==> config.mk <==
export PLATFORM = sky130hd
export DESIGN_NAME = pdc_top
export DESIGN_NICKNAME = d
export VERILOG_FILES = /design/src/rtl/pdc_pkg.sv /design/src/rtl/pdc_div.sv /design/src/rtl/pdc_top.sv
export VERILOG_INCLUDE_DIRS = /design/src /design/src/rtl
export SDC_FILE = /design/constraint.sdc
export NUM_CORES = 1
export LEC_CHECK = 0
export ABC_AREA = 1
export BUFFER_PORTS_ARGS = -buffer_cell sky130_fd_sc_hd__buf_2
export CORE_MARGIN = 2
export CORE_UTILIZATION = 65
export DETAILED_ROUTE_END_ITERATION = 12
export PLACE_DENSITY = 0.85
export SETUP_SLACK_MARGIN = 0.15
export SKIP_LAST_GASP = 1
export SLEW_MARGIN = 20
export SYNTH_ARGS = -nofsm -noshare
export SYNTH_HDL_FRONTEND = slang
export SYNTH_SLANG_ARGS = --single-unit
export TNS_END_PERCENT = 20
==> constraint.sdc <==
create_clock -name clk_i -period 11.1 [get_ports clk_i]
set_input_delay 3.33 -clock clk_i [delete_from_list [all_inputs] [get_ports clk_i]]
set_output_delay 3.33 -clock clk_i [all_outputs]
set_load 0.005 [all_outputs]
==> src/rtl/pdc_regs.svh <==
`ifndef PDC_REGS_SVH
`define PDC_REGS_SVH

// Byte addresses of the three configuration bytes, most significant first
`define PDC_ADDR_HI       8'h86
`define PDC_ADDR_MID      8'h87
`define PDC_ADDR_LO       8'h88
// Reset value of the whole configuration word
`define PDC_CFG_RESET     24'h000040
// Field positions
`define PDC_TYPE_MSB      23
`define PDC_TYPE_LSB      20
`define PDC_ALIGN_BIT     19
`define PDC_POL_BIT       18
`define PDC_SRC_MSB       17
`define PDC_SRC_LSB       16
`define PDC_RATE_MSB      15
`define PDC_RATE_LSB      0
// Output-type code that leaves regular clock mode
`define PDC_TYPE_SPECIAL  4'hf
// Read answer for an unmapped address
`define PDC_RD_NONE       8'h00
// Smallest divisor the divider honours
`define PDC_DIV_MIN       24'h000002

`endif

==> src/rtl/pdc_pkg.sv <==
package pdc_pkg;

  // Output kind chosen by the configuration word
  typedef enum logic [1:0] {
    PDC_MODE_REGULAR = 2'b00,
    PDC_MODE_LOWFREQ = 2'b01,
    PDC_MODE_FRAME   = 2'b10
  } pdc_mode_t;

  // Source field codes
  typedef enum logic [1:0] {
    PDC_SRC_CLK_A   = 2'b00,
    PDC_SRC_CLK_B   = 2'b01,
    PDC_SRC_LOWFREQ = 2'b10,
    PDC_SRC_CLK_D   = 2'b11
  } pdc_src_t;

endpackage : pdc_pkg

==> src/rtl/pdc_div.sv <==
`timescale 1ns/1ps
`include "pdc_regs.svh"

// Counting divider with near 50% duty; high phase takes the larger half
module pdc_div #(
  parameter int W = 24
) (
  input  wire logic         clk_i,
  input  wire logic         rst_i,
  input  wire logic         en_i,
  input  wire logic         clr_i,
  input  wire logic [W-1:0] div_i,
  output logic              out_o
);

  logic [W-1:0] cnt;       // Position inside the output period
  logic [W-1:0] div_eff;   // Divisor clamped to the smallest honoured value
  logic [W-1:0] last;      // Final count of a period
  logic [W-1:0] hi_len;    // Length of the high phase
  logic [W-1:0] next_cnt;  // Count after this step

  // Divisor clamp and phase lengths; odd divisors give one extra high step
  always_comb begin
    div_eff  = (div_i < W'(`PDC_DIV_MIN)) ? W'(`PDC_DIV_MIN) : div_i;
    last     = div_eff - W'(1);
    hi_len   = div_eff - (div_eff >> 1);
    next_cnt = (cnt >= last) ? '0 : cnt + W'(1);
  end

  // Counter and registered output
  always_ff @(posedge clk_i) begin
    if (rst_i || clr_i) begin
      cnt   <= '1;  // Parked at the top so the first step opens a full high phase
      out_o <= 1'b0;
    end else if (en_i) begin
      cnt   <= next_cnt;
      out_o <= (next_cnt < hi_len);
    end
  end

endmodule : pdc_div

==> src/rtl/pdc_top.sv <==
`timescale 1ns/1ps
`include "pdc_regs.svh"

// Overview of operation
// [RL1] Type not all ones: clock divided by word
// [RL2] Regular mode: all fields form one ratio
// [RL3] Low-frequency mode: twice base over low field
// [RL4] Frame mode: pulse one sibling period wide
// [RL5] Frame spacing: low field sibling periods
// [RL6] Source: A, B, low-frequency, D
// [RL7] Bit 18 picks frame pulse polarity
// [RL8] Bit 19: boundary mid-pulse or first edge
// [RL9] Even or large odd divisors near 50% duty
// [RL10] Software: use divider 8 instead of 7
// [RL11] Frame count follows selected sibling edges
module pdc_top (
  input  wire logic       clk_i,
  input  wire logic       rst_i,
  input  wire logic       ce_i,
  input  wire logic [7:0] reg_addr_i,
  input  wire logic [7:0] reg_wdata_i,
  input  wire logic       reg_wr_i,
  input  wire logic       reg_rd_i,
  output logic      [7:0] reg_rdata_o,
  input  wire logic       clk_a_i,
  input  wire logic       clk_b_i,
  input  wire logic       clk_d_i,
  input  wire logic       dbl_base_tick_i,
  output logic            clk_o
);

  logic [23:0]       post_divider_c_config;  // Configuration word
  pdc_pkg::pdc_mode_t mode;                  // Decoded output kind
  pdc_pkg::pdc_mode_t mode_q;                // Kind seen last cycle
  logic [23:0]       divider_value_c;        // Divisor fed to the divider
  logic              div_en;                 // Divider step enable
  logic              div_clr;                // Divider restart
  logic              div_out;                // Divider output
  logic              cfg_wr;                 // Any configuration byte written
  logic              sel_clk;                // Selected sibling clock level
  logic              sel_q;                  // Sibling level last cycle
  logic              sel_rise;               // Sibling rising edge
  logic              sel_fall;               // Sibling falling edge
  logic [15:0]       frm_cnt;                // Sibling periods inside a frame
  logic [15:0]       frm_last;               // Final count of a frame
  logic              frm_pulse;              // Pulse active, before polarity
  logic              align_first;            // Boundary at first pulse edge
  logic              pol_neg;                // Negative-going pulse

  // Output kind from type and source fields
  function automatic pdc_pkg::pdc_mode_t decode_mode(input logic [23:0] cfg);
    if (cfg[`PDC_TYPE_MSB:`PDC_TYPE_LSB] != `PDC_TYPE_SPECIAL) begin
      decode_mode = pdc_pkg::PDC_MODE_REGULAR;
    end else if (cfg[`PDC_SRC_MSB:`PDC_SRC_LSB] == pdc_pkg::PDC_SRC_LOWFREQ) begin
      decode_mode = pdc_pkg::PDC_MODE_LOWFREQ;
    end else begin
      decode_mode = pdc_pkg::PDC_MODE_FRAME;
    end
  endfunction : decode_mode

  // Sibling clock picked by the source field
  function automatic logic pick_clk(input logic [1:0] src, input logic a,
                                    input logic b, input logic d);
    case (src)
      pdc_pkg::PDC_SRC_CLK_A: pick_clk = a;
      pdc_pkg::PDC_SRC_CLK_B: pick_clk = b;
      pdc_pkg::PDC_SRC_CLK_D: pick_clk = d;
      default:                pick_clk = 1'b0;
    endcase
  endfunction : pick_clk

  assign cfg_wr = reg_wr_i && ((reg_addr_i == `PDC_ADDR_HI) ||
                  (reg_addr_i == `PDC_ADDR_MID) || (reg_addr_i == `PDC_ADDR_LO));

  // Byte writes to the configuration word
  always_ff @(posedge clk_i) begin
    if (rst_i) begin
      post_divider_c_config <= `PDC_CFG_RESET;
    end else if (ce_i && reg_wr_i) begin
      case (reg_addr_i)
        `PDC_ADDR_HI:  post_divider_c_config[23:16] <= reg_wdata_i;
        `PDC_ADDR_MID: post_divider_c_config[15:8]  <= reg_wdata_i;
        `PDC_ADDR_LO:  post_divider_c_config[7:0]   <= reg_wdata_i;
        default:       ; // Unmapped: ignored
      endcase
    end
  end

  // Registered byte reads; unmapped addresses answer zero
  always_ff @(posedge clk_i) begin
    if (rst_i) begin
      reg_rdata_o <= `PDC_RD_NONE;
    end else if (ce_i && reg_rd_i) begin
      case (reg_addr_i)
        `PDC_ADDR_HI:  reg_rdata_o <= post_divider_c_config[23:16];
        `PDC_ADDR_MID: reg_rdata_o <= post_divider_c_config[15:8];
        `PDC_ADDR_LO:  reg_rdata_o <= post_divider_c_config[7:0];
        default:       reg_rdata_o <= `PDC_RD_NONE;
      endcase
    end
  end

  // Mode decode and divisor selection
  always_comb begin
    mode        = decode_mode(post_divider_c_config);                 // [RL6]
    align_first = post_divider_c_config[`PDC_ALIGN_BIT];
    pol_neg     = post_divider_c_config[`PDC_POL_BIT];
    sel_clk     = pick_clk(post_divider_c_config[`PDC_SRC_MSB:`PDC_SRC_LSB],
                           clk_a_i, clk_b_i, clk_d_i);                // [RL6]
    frm_last    = post_divider_c_config[`PDC_RATE_MSB:`PDC_RATE_LSB] - 16'h0001;
    if (post_divider_c_config[`PDC_RATE_MSB:`PDC_RATE_LSB] == 16'h0000) begin
      frm_last = 16'h0000; // Zero spacing acts as one period
    end
    case (mode)
      pdc_pkg::PDC_MODE_REGULAR: begin
        divider_value_c = post_divider_c_config; // Whole word is one ratio [RL1] [RL2]
        div_en          = ce_i;
      end
      pdc_pkg::PDC_MODE_LOWFREQ: begin
        divider_value_c = {8'h00, post_divider_c_config[`PDC_RATE_MSB:`PDC_RATE_LSB]};
        div_en          = ce_i && dbl_base_tick_i;                    // [RL3]
      end
      default: begin
        divider_value_c = `PDC_DIV_MIN;
        div_en          = 1'b0;
      end
    endcase
    div_clr = ce_i && (cfg_wr || (mode != mode_q));
  end

  // Shared divider for regular and low-frequency clocks
  pdc_div #(
    .W (24)
  ) u_div (
    .clk_i (clk_i),
    .rst_i (rst_i),
    .en_i  (div_en),
    .clr_i (div_clr),
    .div_i (divider_value_c),
    .out_o (div_out)
  );

  // Sibling edge detection; inputs are synchronous to clk_i
  always_ff @(posedge clk_i) begin
    if (rst_i) begin
      sel_q  <= 1'b0;
      mode_q <= pdc_pkg::PDC_MODE_REGULAR;
    end else if (ce_i) begin
      sel_q  <= sel_clk;
      mode_q <= mode;
    end
  end

  assign sel_rise = sel_clk && !sel_q;
  assign sel_fall = !sel_clk && sel_q;

  // Frame period counter on sibling rising edges
  always_ff @(posedge clk_i) begin
    if (rst_i) begin
      frm_cnt <= 16'h0000;
    end else if (ce_i) begin
      if (cfg_wr || mode != pdc_pkg::PDC_MODE_FRAME) begin
        frm_cnt <= 16'h0000;
      end else if (sel_rise) begin
        frm_cnt <= (frm_cnt >= frm_last) ? 16'h0000 : frm_cnt + 16'h0001; // [RL5] [RL11]
      end
    end
  end

  // Frame pulse: first-edge alignment starts at the boundary rise,
  // mid-pulse alignment starts at the fall before it; one period wide
  always_ff @(posedge clk_i) begin
    if (rst_i) begin
      frm_pulse <= 1'b0;
    end else if (ce_i) begin
      if (cfg_wr || mode != pdc_pkg::PDC_MODE_FRAME) begin
        frm_pulse <= 1'b0;
      end else if (align_first) begin
        if (sel_rise && frm_cnt >= frm_last) begin
          frm_pulse <= 1'b1;                                         // [RL4] [RL8]
        end else if (sel_rise) begin
          frm_pulse <= 1'b0;
        end
      end else begin
        if (sel_fall && frm_cnt >= frm_last) begin
          frm_pulse <= 1'b1;                                         // [RL4] [RL8]
        end else if (sel_fall) begin
          frm_pulse <= 1'b0;
        end
      end
    end
  end

  // Output flop: polarity applies to frame pulses only
  always_ff @(posedge clk_i) begin
    if (rst_i) begin
      clk_o <= 1'b0;
    end else if (ce_i) begin
      if (mode == pdc_pkg::PDC_MODE_FRAME) begin
        clk_o <= frm_pulse ^ pol_neg;                                // [RL7]
      end else begin
        clk_o <= div_out; // Duty follows the divider's split [RL9]
      end
    end
  end

  // Helper: length of the current high run of the divider output
  logic [23:0] hi_run;
  always_ff @(posedge clk_i) begin
    if (rst_i || div_clr) begin
      hi_run <= 24'h000000;
    end else if (div_en) begin
      hi_run <= div_out ? hi_run + 24'h000001 : 24'h000000;
    end
  end
endmodule : pdc_top

==> summary.md, run 1 <==
| Metric | Value |
|---|---|
| Mapped Nets | 1371 |
| DPL Wire Length | between 15000 and 20000 um |
| Ys async rst share | 0% |
| Vias per cell | 5.69 |
| GR Overflow Total | 0 |
| Critical path's slowest cell | nand2_1 |
| Worst-margin pin slew | a little over 0.8 ns |
| Worst Setup End Kind | register |
| Post-Syn Instances | 1219 |
| Root buf cell | clkbuf_16 |
| Layout Cells excl Fill | 1416 |
| Most frequent cells in the layout | nand2_1 (273), inv_1 (161), nor2_1 (131), ha_1 (126), a21oi_1 (100) |
| CTS max path bufs | 2 |
| Sequential area share after synthesis | 19.4% |
| Max IR drop VDD | 0.0981 mV |
| 1st-iter DRT viols | 567 |
| Antenna cells | 0 |
| Avg Synthesized Cell Area | 6.59 um2 |
| Die ar. | about 13000 um2 |
| Worst Skew | roughly 0.012 ns |
| Final Util | 71.5% |
| Crit Path Class | register to register |
| FF-to-FF End | u_div.out_o |
| CP Launch Type | register |
| Status | finished, final reports clean |
| DR pass1 iterations | 5 |
| Main synth FF type | dfxtp_1 |
| CP most frequent cell | nand2_1 |
| Synth cell types | 50 |
| Drt wl/cell | 14.9 um |
| Worst slew margin | a little under half |
| I/O Buffers | 33 |
| DRC violations left | 0 |
| Maxcap violations | 0 |
| Cts hold-fix bufs | 0 |
| CTS sink count | 78 |
| First-pass GRT wire length | 34300 um |
| Post-synth EDFFs | 0 |
| Die Y | ~120 um |
| Crit Path Max Fanout | 21 |
| Clock Latency Late Sink | 0.36 ns |
| Synth Cell Area | 8040 um2 |
| Worst R2R Start | post_divider_c_config[17] |
| Worst EP arrival | 6.88 ns |
| H-tree depth | 3 |
| Yosys warning total | 0 |
| Layout Nets | around 1400 |
| RSZ-0062 raised after global routing | no |
| I/O pins | 34 |
| Pin count of the biggest net entering global routing | 30 |
| Antenna violations before repair | 0 |
| CTS tree | built |
| Post-Route WL | 21100 um |
| HP Start | reg_rdata_o[6] |
| Routed via count | 8053 |
| GRT Total Usage | 32.5% |
| Core region area | 12100 um2 |
| Crit path time final | roughly 6.6 ns |
| Inst Count DP | 1400 |
| TNS Setup | 0 ns |
| Initial Util | 66.6% |
| Antenna Nets Post-Route | 0 |
| Rows | 40 |
| Post-CTS Setup Bufs | 0 |
| Vias in the first global route | around 7300 |
| CTS clk-pin slew, worst paths | 0.07 ns |
| Fin. Hold Viols | 0 |
| Worst min-delay path class | register to register |
| Final Setup Violations | 0 |
| CTS buffer count | 9 |
| CP Data Required Time | 11.38 ns |
| R2r setup slk | ~4.5 ns |
| Hold Path Stages | 2 |
| Post-cts repair resize count | 0 |
| Final Wtd Congestion | 0.920 |
| Static Leak | 0.00434 uW |
| FILL cells | between 1000 and 1500 |
| Hold worst-path end | reg_rdata_o[6] |
| Fin. max-slew vios | 0 |
| R2R depth | 44 |
| Worst path max stage delay | 0.58 ns |
| Die X | roughly 120 um |
| Most common cell after layout, fill and taps aside | nand2_1 |
| Final cycle utilization of the critical path | 59.5% |
| Fmax | 0.152 GHz |
| Ratio of cells with drive above 1 in the final layout | 6.89% |
| Flops & latches, synth | 78 |
| Synth-to-layout area growth | 7.29% |
| P per Cell Area | 87.2 nW/um2 |
-- routing by layer --
metal,vias up,track usage [%],wire [um],share of wire (%)
li1,4071,-,-,-
met1,3632,40.4,9130,43
met2,294,56.0,9980,47
met3,56,5.54,1280,6.0
met4,0,12.9,712,3.4
met5,-,0,0,0
-- flip-flops by register name, indices dropped and copies added, names as in the netlist, 2 cells and up --
signal / flops
frm_cnt: 16
u_div.cnt: 24
reg_rdata_o: 8
post_divider_c_config: 24
mode_q: 2
-- power breakdown --
| part | switching (uW) | total, uW | internal, uW | leakage [uW] |
|---|---|---|---|---|
| registers | 15.6 | 306 | 290 | 0.000636 |
| clock network | 142 | 303 | 161 | 0.000138 |
| logic | 90.0 | 143 | 52.8 | 0.00356 |
-- worst max-delay path, delay by kind of cell (launching register included) --
kind                       cells  cell delay, ns
AOI/OAI and AO/OA              5            0.94
xor gates and xnor gates       1            0.15
adders and majority gates      3            0.84
buffers and inverters          6            0.73
DFF                            1            0.33
and+or+nand+nor               29            3.53
-- cell usage after synthesis (all sizes together) (9+ instances only) --
library cell / n / area share [%]
nor4: 9 / 0.89
xor2: 58 / 6.3
ha: 126 / 20
a21oi: 101 / 6.3
nand2: 284 / 14
o21ai: 64 / 4.0
xnor2: 9 / 0.98
inv: 164 / 7.7
nand3: 64 / 4.1
nand4: 22 / 1.7
dfxtp: 78 / 19
clkbuf: 17 / 0.79
nor2: 142 / 7.3
nor3: 23 / 1.8
-- metrics by stage --
| stage | hold WS [ns] | worst slack (ns) | cell area [um2] | power (uW) |
|---|---|---|---|---|
| 2_1_floorplan | 0.442 | 5.68 | 8040 | 415 |
| 3_3_place_gp | 0.455 | 4.93 | 8330 | 449 |
| 3_5_place_dp | 0.458 | 4.62 | 8330 | 453 |
| 4_1_cts | 0.470 | 4.59 | 8620 | 752 |
| 5_1_grt | 0.491 | 3.66 | 8620 | 784 |
| 6_report | 0.474 | 4.50 | 8620 | 752 |
-- worst max path at each step --
stage | slack, ns | start | depth (start not counted) | end
finish | 4.50 | post_divider_c_config[17] | 44 | u_div.out_o
global route | 3.66 | post_divider_c_config[17] | 44 | u_div.out_o
CTS | 4.59 | post_divider_c_config[21] | 42 | u_div.out_o
detailed placement | 4.62 | post_divider_c_config[21] | 42 | u_div.out_o
global placement | 4.93 | post_divider_c_config[22] | 42 | u_div.out_o
floorplan | 5.68 | post_divider_c_config[22] | 49 | u_div.out_o
-- logic make-up (layout without fill, tap and decap cells) --
kind of cell | after synthesis | count (layout) | synth area share [%]
XOR/XNOR | 67 | 67 | 7.30
flip-flops | 78 | 78 | 19.4
buffers and inverters | 186 | 215 | 8.83
AO/OA/AOI/OAI | 202 | 202 | 13.7
adder cells (fa/ha/maj) | 127 | 127 | 19.9
AND/OR/NAND/NOR | 559 | 559 | 30.8
-- layout make-up --
class	instances	area, um2	share of cell area, %
Inverter	165	621	7.20
Clock buffer	10	239	2.77
Sequential cell	78	1560	18.1
Clock inverter	6	52.6	0.610
Tap cell	168	210	2.44
Multi-Input combinational cell	955	5760	66.9
Timing Repair Buffer	34	173	2.00
No activity file was read; power rests on OpenSTA's default activity.
==> run 2, diff against run 1 <==
--- a/config.mk
+++ b/config.mk
@@ -6,12 +6,12 @@
 export SDC_FILE = /design/constraint.sdc
 export NUM_CORES = 1
 export LEC_CHECK = 0
-export ABC_AREA = 1
+export ABC_AREA = 0
 export BUFFER_PORTS_ARGS = -buffer_cell sky130_fd_sc_hd__buf_2
 export CORE_MARGIN = 2
-export CORE_UTILIZATION = 65
+export CORE_UTILIZATION = 64
 export DETAILED_ROUTE_END_ITERATION = 12
-export PLACE_DENSITY = 0.85
+export PLACE_DENSITY = 0.84
 export SETUP_SLACK_MARGIN = 0.15
 export SKIP_LAST_GASP = 1
 export SLEW_MARGIN = 20
==> constraint.sdc (replaced) <==
create_clock -name clk_i -period 6.5 [get_ports clk_i]
set_input_delay 1.95 -clock clk_i [delete_from_list [all_inputs] [get_ports clk_i]]
set_output_delay 1.95 -clock clk_i [all_outputs]
set_load 0.005 [all_outputs]
==> run 2 against run 1 <==
  * Utilization grew 3.9 points
  * Flip-flop and latch count is the same
  * Critical endpoint unchanged
  * Largest cell class unchanged
  * Critical path type unchanged
  * Clock power grew 68%
  * Largest power group unchanged
  * Register-to-register slack lost 4.3 ns
==> summary.md, run 2 <==
| Metric | Value |
|---|---|
| Status | finished, final reports clean |
| Final Power | 1310 uW (+75%) |
| CTS max path bufs | 2 (unchanged) |
| Most common cell after layout, fill and taps aside | ha_1 |
| Top sig layer | met4 |
| Sequential area share after synthesis | 19.8% (+0.40 points) |
| Yosys top cell by area | ha_1 |
| Vias per cell | 6.34 (+11%) |
| Root buf cell | clkbuf_16 |
| Post-synth top area share | 20.0% (+0.41 points) |
| GRT Total Usage | 31.3% (-1.2 points) |
| Maxcap violations | 0 (unchanged) |
| Rows | 40 (unchanged) |
| Final instance area | 9060 um2 (+5.1%) |
| Final hold slack | 0.497 ns (+0.0227 ns) |
| Post-Route WL | 22400 um (+6.0%) |
| Die ar. | 13200 um2 (-0.49%) |
| Largest regs | post_divider_c_config (24), u_div.cnt (24), frm_cnt (16) |
| Post-Syn Instances | 1004 (-18%) |
| I/O pins | 34 (unchanged) |
| Compound-Gate Fraction of Synth Area | 18.2% (+4.5 points) |
| Worst-margin pin slew | 0.895 ns (+0.0764 ns) |
| Routed via count | 7755 (-3.7%) |
| Worst min-delay path class | register to register |
| Initial Util | 65.5% (-1.1 points) |
| Ys async rst share | 0% (unchanged) |
| RSZ-0062 raised after global routing | no |
| First-pass GRT wire length | 33200 um (-3.3%) |
| Cts hold-fix bufs | 0 (unchanged) |
| R2r setup slk | 0.22 ns (-4.28 ns) |
| Core region area | 12000 um2 (-0.42%) |
| DRC violations left | 0 (unchanged) |
| Mux cell area share after synthesis | 4.88% (+4.9 points) |
| Synth Area in XOR/XNOR | 9.57% (+2.3 points) |
| HP Start | reg_rdata_o[0] |
| Most frequent cells in the layout | ha_1 (124), nor2_1 (122), nand2_1 (85), dfxtp_1 (77), inv_1 (59) |
| Synth Cell Area | 7870 um2 (-2.0%) |
| Commonest cells post-synth | nor2_1 (130), ha_1 (126), nand2_1 (87), dfxtp_1 (78), inv_1 (60) |
| Simple-gate portion of the synthesized area | 22.6% (-8.2 points) |
| 1st-iter DRT viols | 837 (+48%) |
| Worst R2R Start | post_divider_c_config[4] |
| Worst Skew | 0.00952 ns (-0.00251 ns) |
| Vias in the first global route | 6862 (-6.1%) |
| DR WL met2 | 10500 um (+4.8%) |
| Synth-to-layout area growth | 15.1% |
| Wire length on met3 | 1810 um (+42%) |
| Flops & latches, synth | 78 (unchanged) |
| Final Util | 75.4% (+3.9 points) |
| Antenna violations before repair | 0 (unchanged) |
| Main synth FF type | dfxtp_1 |
| Clock Latency Late Sink | 0.36 ns (about the same) |
| Ratio of cells with drive above 1 in the final layout | 15.3% (+8.4 points) |
| DPL Wire Length | 15600 um (-7.1%) |
| CTS buffer count | 9 (unchanged) |
| Static Leak | 0.00413 uW (-4.8%) |
| Worst Setup End Kind | register |
| Drt wl/cell | 18.3 um (+23%) |
| Layout Nets | 1223 (-12%) |
| P per Cell Area | 145 nW/um2 (+66%) |
| Final Wtd Congestion | 0.908 (-1.3%) |
| FF-to-FF End | u_div.out_o |
| Synth top area cells | ha_1 (20%), dfxtp_1 (20%), xnor2_1 (6.5%), nor2_1 (6.2%), nand2_1 (4.1%) |
| Hold Path Stages | 2 (unchanged) |
| Final Setup Violations | 0 (unchanged) |
| H-tree depth | 3 (unchanged) |
| Largest family of logic cells by synthesized area | simple AND/OR/NAND/NOR gates |
| DR pass1 iterations | 5 (unchanged) |
| Fmax | 0.159 GHz (+5.1%) |
| Pin count of the biggest net entering global routing | 45 (+50%) |
| I/O Buffers | 33 (unchanged) |
| CP Data Required Time | 6.72 ns (-4.66 ns) |
| CTS clk-pin slew, worst paths | 0.07 ns (about the same) |
| Worst EP arrival | 6.50 ns (-0.38 ns) |
| Met1 WL | 9240 um (+1.2%) |
| Cell with the most instances after synthesis | nor2_1 |
| Antenna cells | 0 (unchanged) |
| GR Overflow Total | 0 (unchanged) |
| Crit path time final | 6.28 ns (-0.318 ns) |
| Crit Path Max Fanout | 8 (-62%) |
| Placed cell area | 8360 um2 (+0.42%) |
| Fin. Hold Viols | 0 (unchanged) |
| Post-synth EDFFs | 0 (unchanged) |
| Worst slew margin | 40.1% (-5.3 points) |
| TNS Setup | 0 ns (unchanged) |
| Die Y | 115 um (-0.25%) |
| Yosys warning total | 0 (unchanged) |
| Synth cell types | 68 (+36%) |
| Max IR drop VDD | 0.133 mV (+36%) |
| CP Launch Type | register |
| Mapped Nets | 1156 (-16%) |
| Avg Synthesized Cell Area | 7.84 um2 (+19%) |
| Worst path max stage delay | 0.58 ns (about the same) |
| Final cycle utilization of the critical path | 96.6% (+37 points) |
| R2R depth | 30 (-32%) |
| Hold worst-path end | reg_rdata_o[0] |
| CTS tree | built |
| Antenna Nets Post-Route | 0 (unchanged) |
| Adder-cell share of the synthesized area | 20.3% (+0.41 points) |
| Crit Path Class | register to register |
| CTS sink count | 78 (unchanged) |
| Critical path's slowest cell | or4_4 |
| Die X | 115 um (-0.25%) |
| Fin. max-slew vios | 0 (unchanged) |
[run 2: changes by cell type after synthesis, moves of 26 or more]
cell	delta
a21oi_1	-54
xor2_1	-30
mux2i_1	+26
nand2_1	-186
xnor2_1	+49
nand3_1	-36
inv_1	-101
[run 2: critical path, delay by kind of cell, from the launching register on]
family	cells	cell delay [ns]
adder cells (fa/ha/maj)	3	0.65
flip-flops	1	0.32
AND/OR/NAND/NOR	11	2.46
AO/OA/AOI/OAI	12	2.12
XOR/XNOR	1	0.20
buffers and inverters	3	0.39
[run 2: stage by stage]
step | std cells | worst slack, ns
after global placement | 1184 | 0.0619
final | 1223 | 0.219
after floorplan | 1004 | 0.164
after global routing | 1223 | 0.0143
after detailed placement | 1184 | -0.245
after CTS | 1201 | 0.191
[run 2: what timing repair did]
item | in CTS | in global routing
resized for setup | 10 | 40
pin swaps | 3 | 47
setup buffers | 0 | 19
setup endpoints to repair | 1 | 1
cloned | 1 | 3
[run 2: cells by family after synthesis]
kind of cell               Yosys count
AOI/OAI and AO/OA                  211
xor gates and xnor gates            86
adders and majority gates          127
buffers and inverters               96
DFF                                 78
muxes                               37
and+or+nand+nor                    369
[run 2: cell type report]
cell class | count | area [um2]
repair buffers | 91 | 666
inverters | 60 | 225
clock inverters | 7 | 62.6
multi-input cells | 831 | 6130
flip-flops and latches | 78 | 1560
clock buffers | 9 | 225
fillers | 838 | 2960
well taps | 147 | 184
[run 2: where the power goes]
group          switching, uW  internal (uW)
Sequential              32.6            497
Combinational            148            125
Clock                    242            267
Total                    423            889
[run 2: worst max path at each step]
stage / start / to / slack [ns] / depth (start not counted)
floorplan: post_divider_c_config[2] / u_div.out_o / 0.16 / 31
global placement: post_divider_c_config[2] / u_div.out_o / 0.06 / 28
detailed placement: post_divider_c_config[2] / u_div.out_o / -0.24 / 28
CTS: post_divider_c_config[2] / u_div.out_o / 0.19 / 27
global route: post_divider_c_config[4] / u_div.out_o / 0.01 / 28
finish: post_divider_c_config[4] / u_div.out_o / 0.22 / 30
[run 2: layer usage]
layer  GRT usage (%)  vias up
li1                -     3681
met1            41.3     3572
met2            51.5      413
met3            4.32       89
met4            12.8        0
met5               0        -
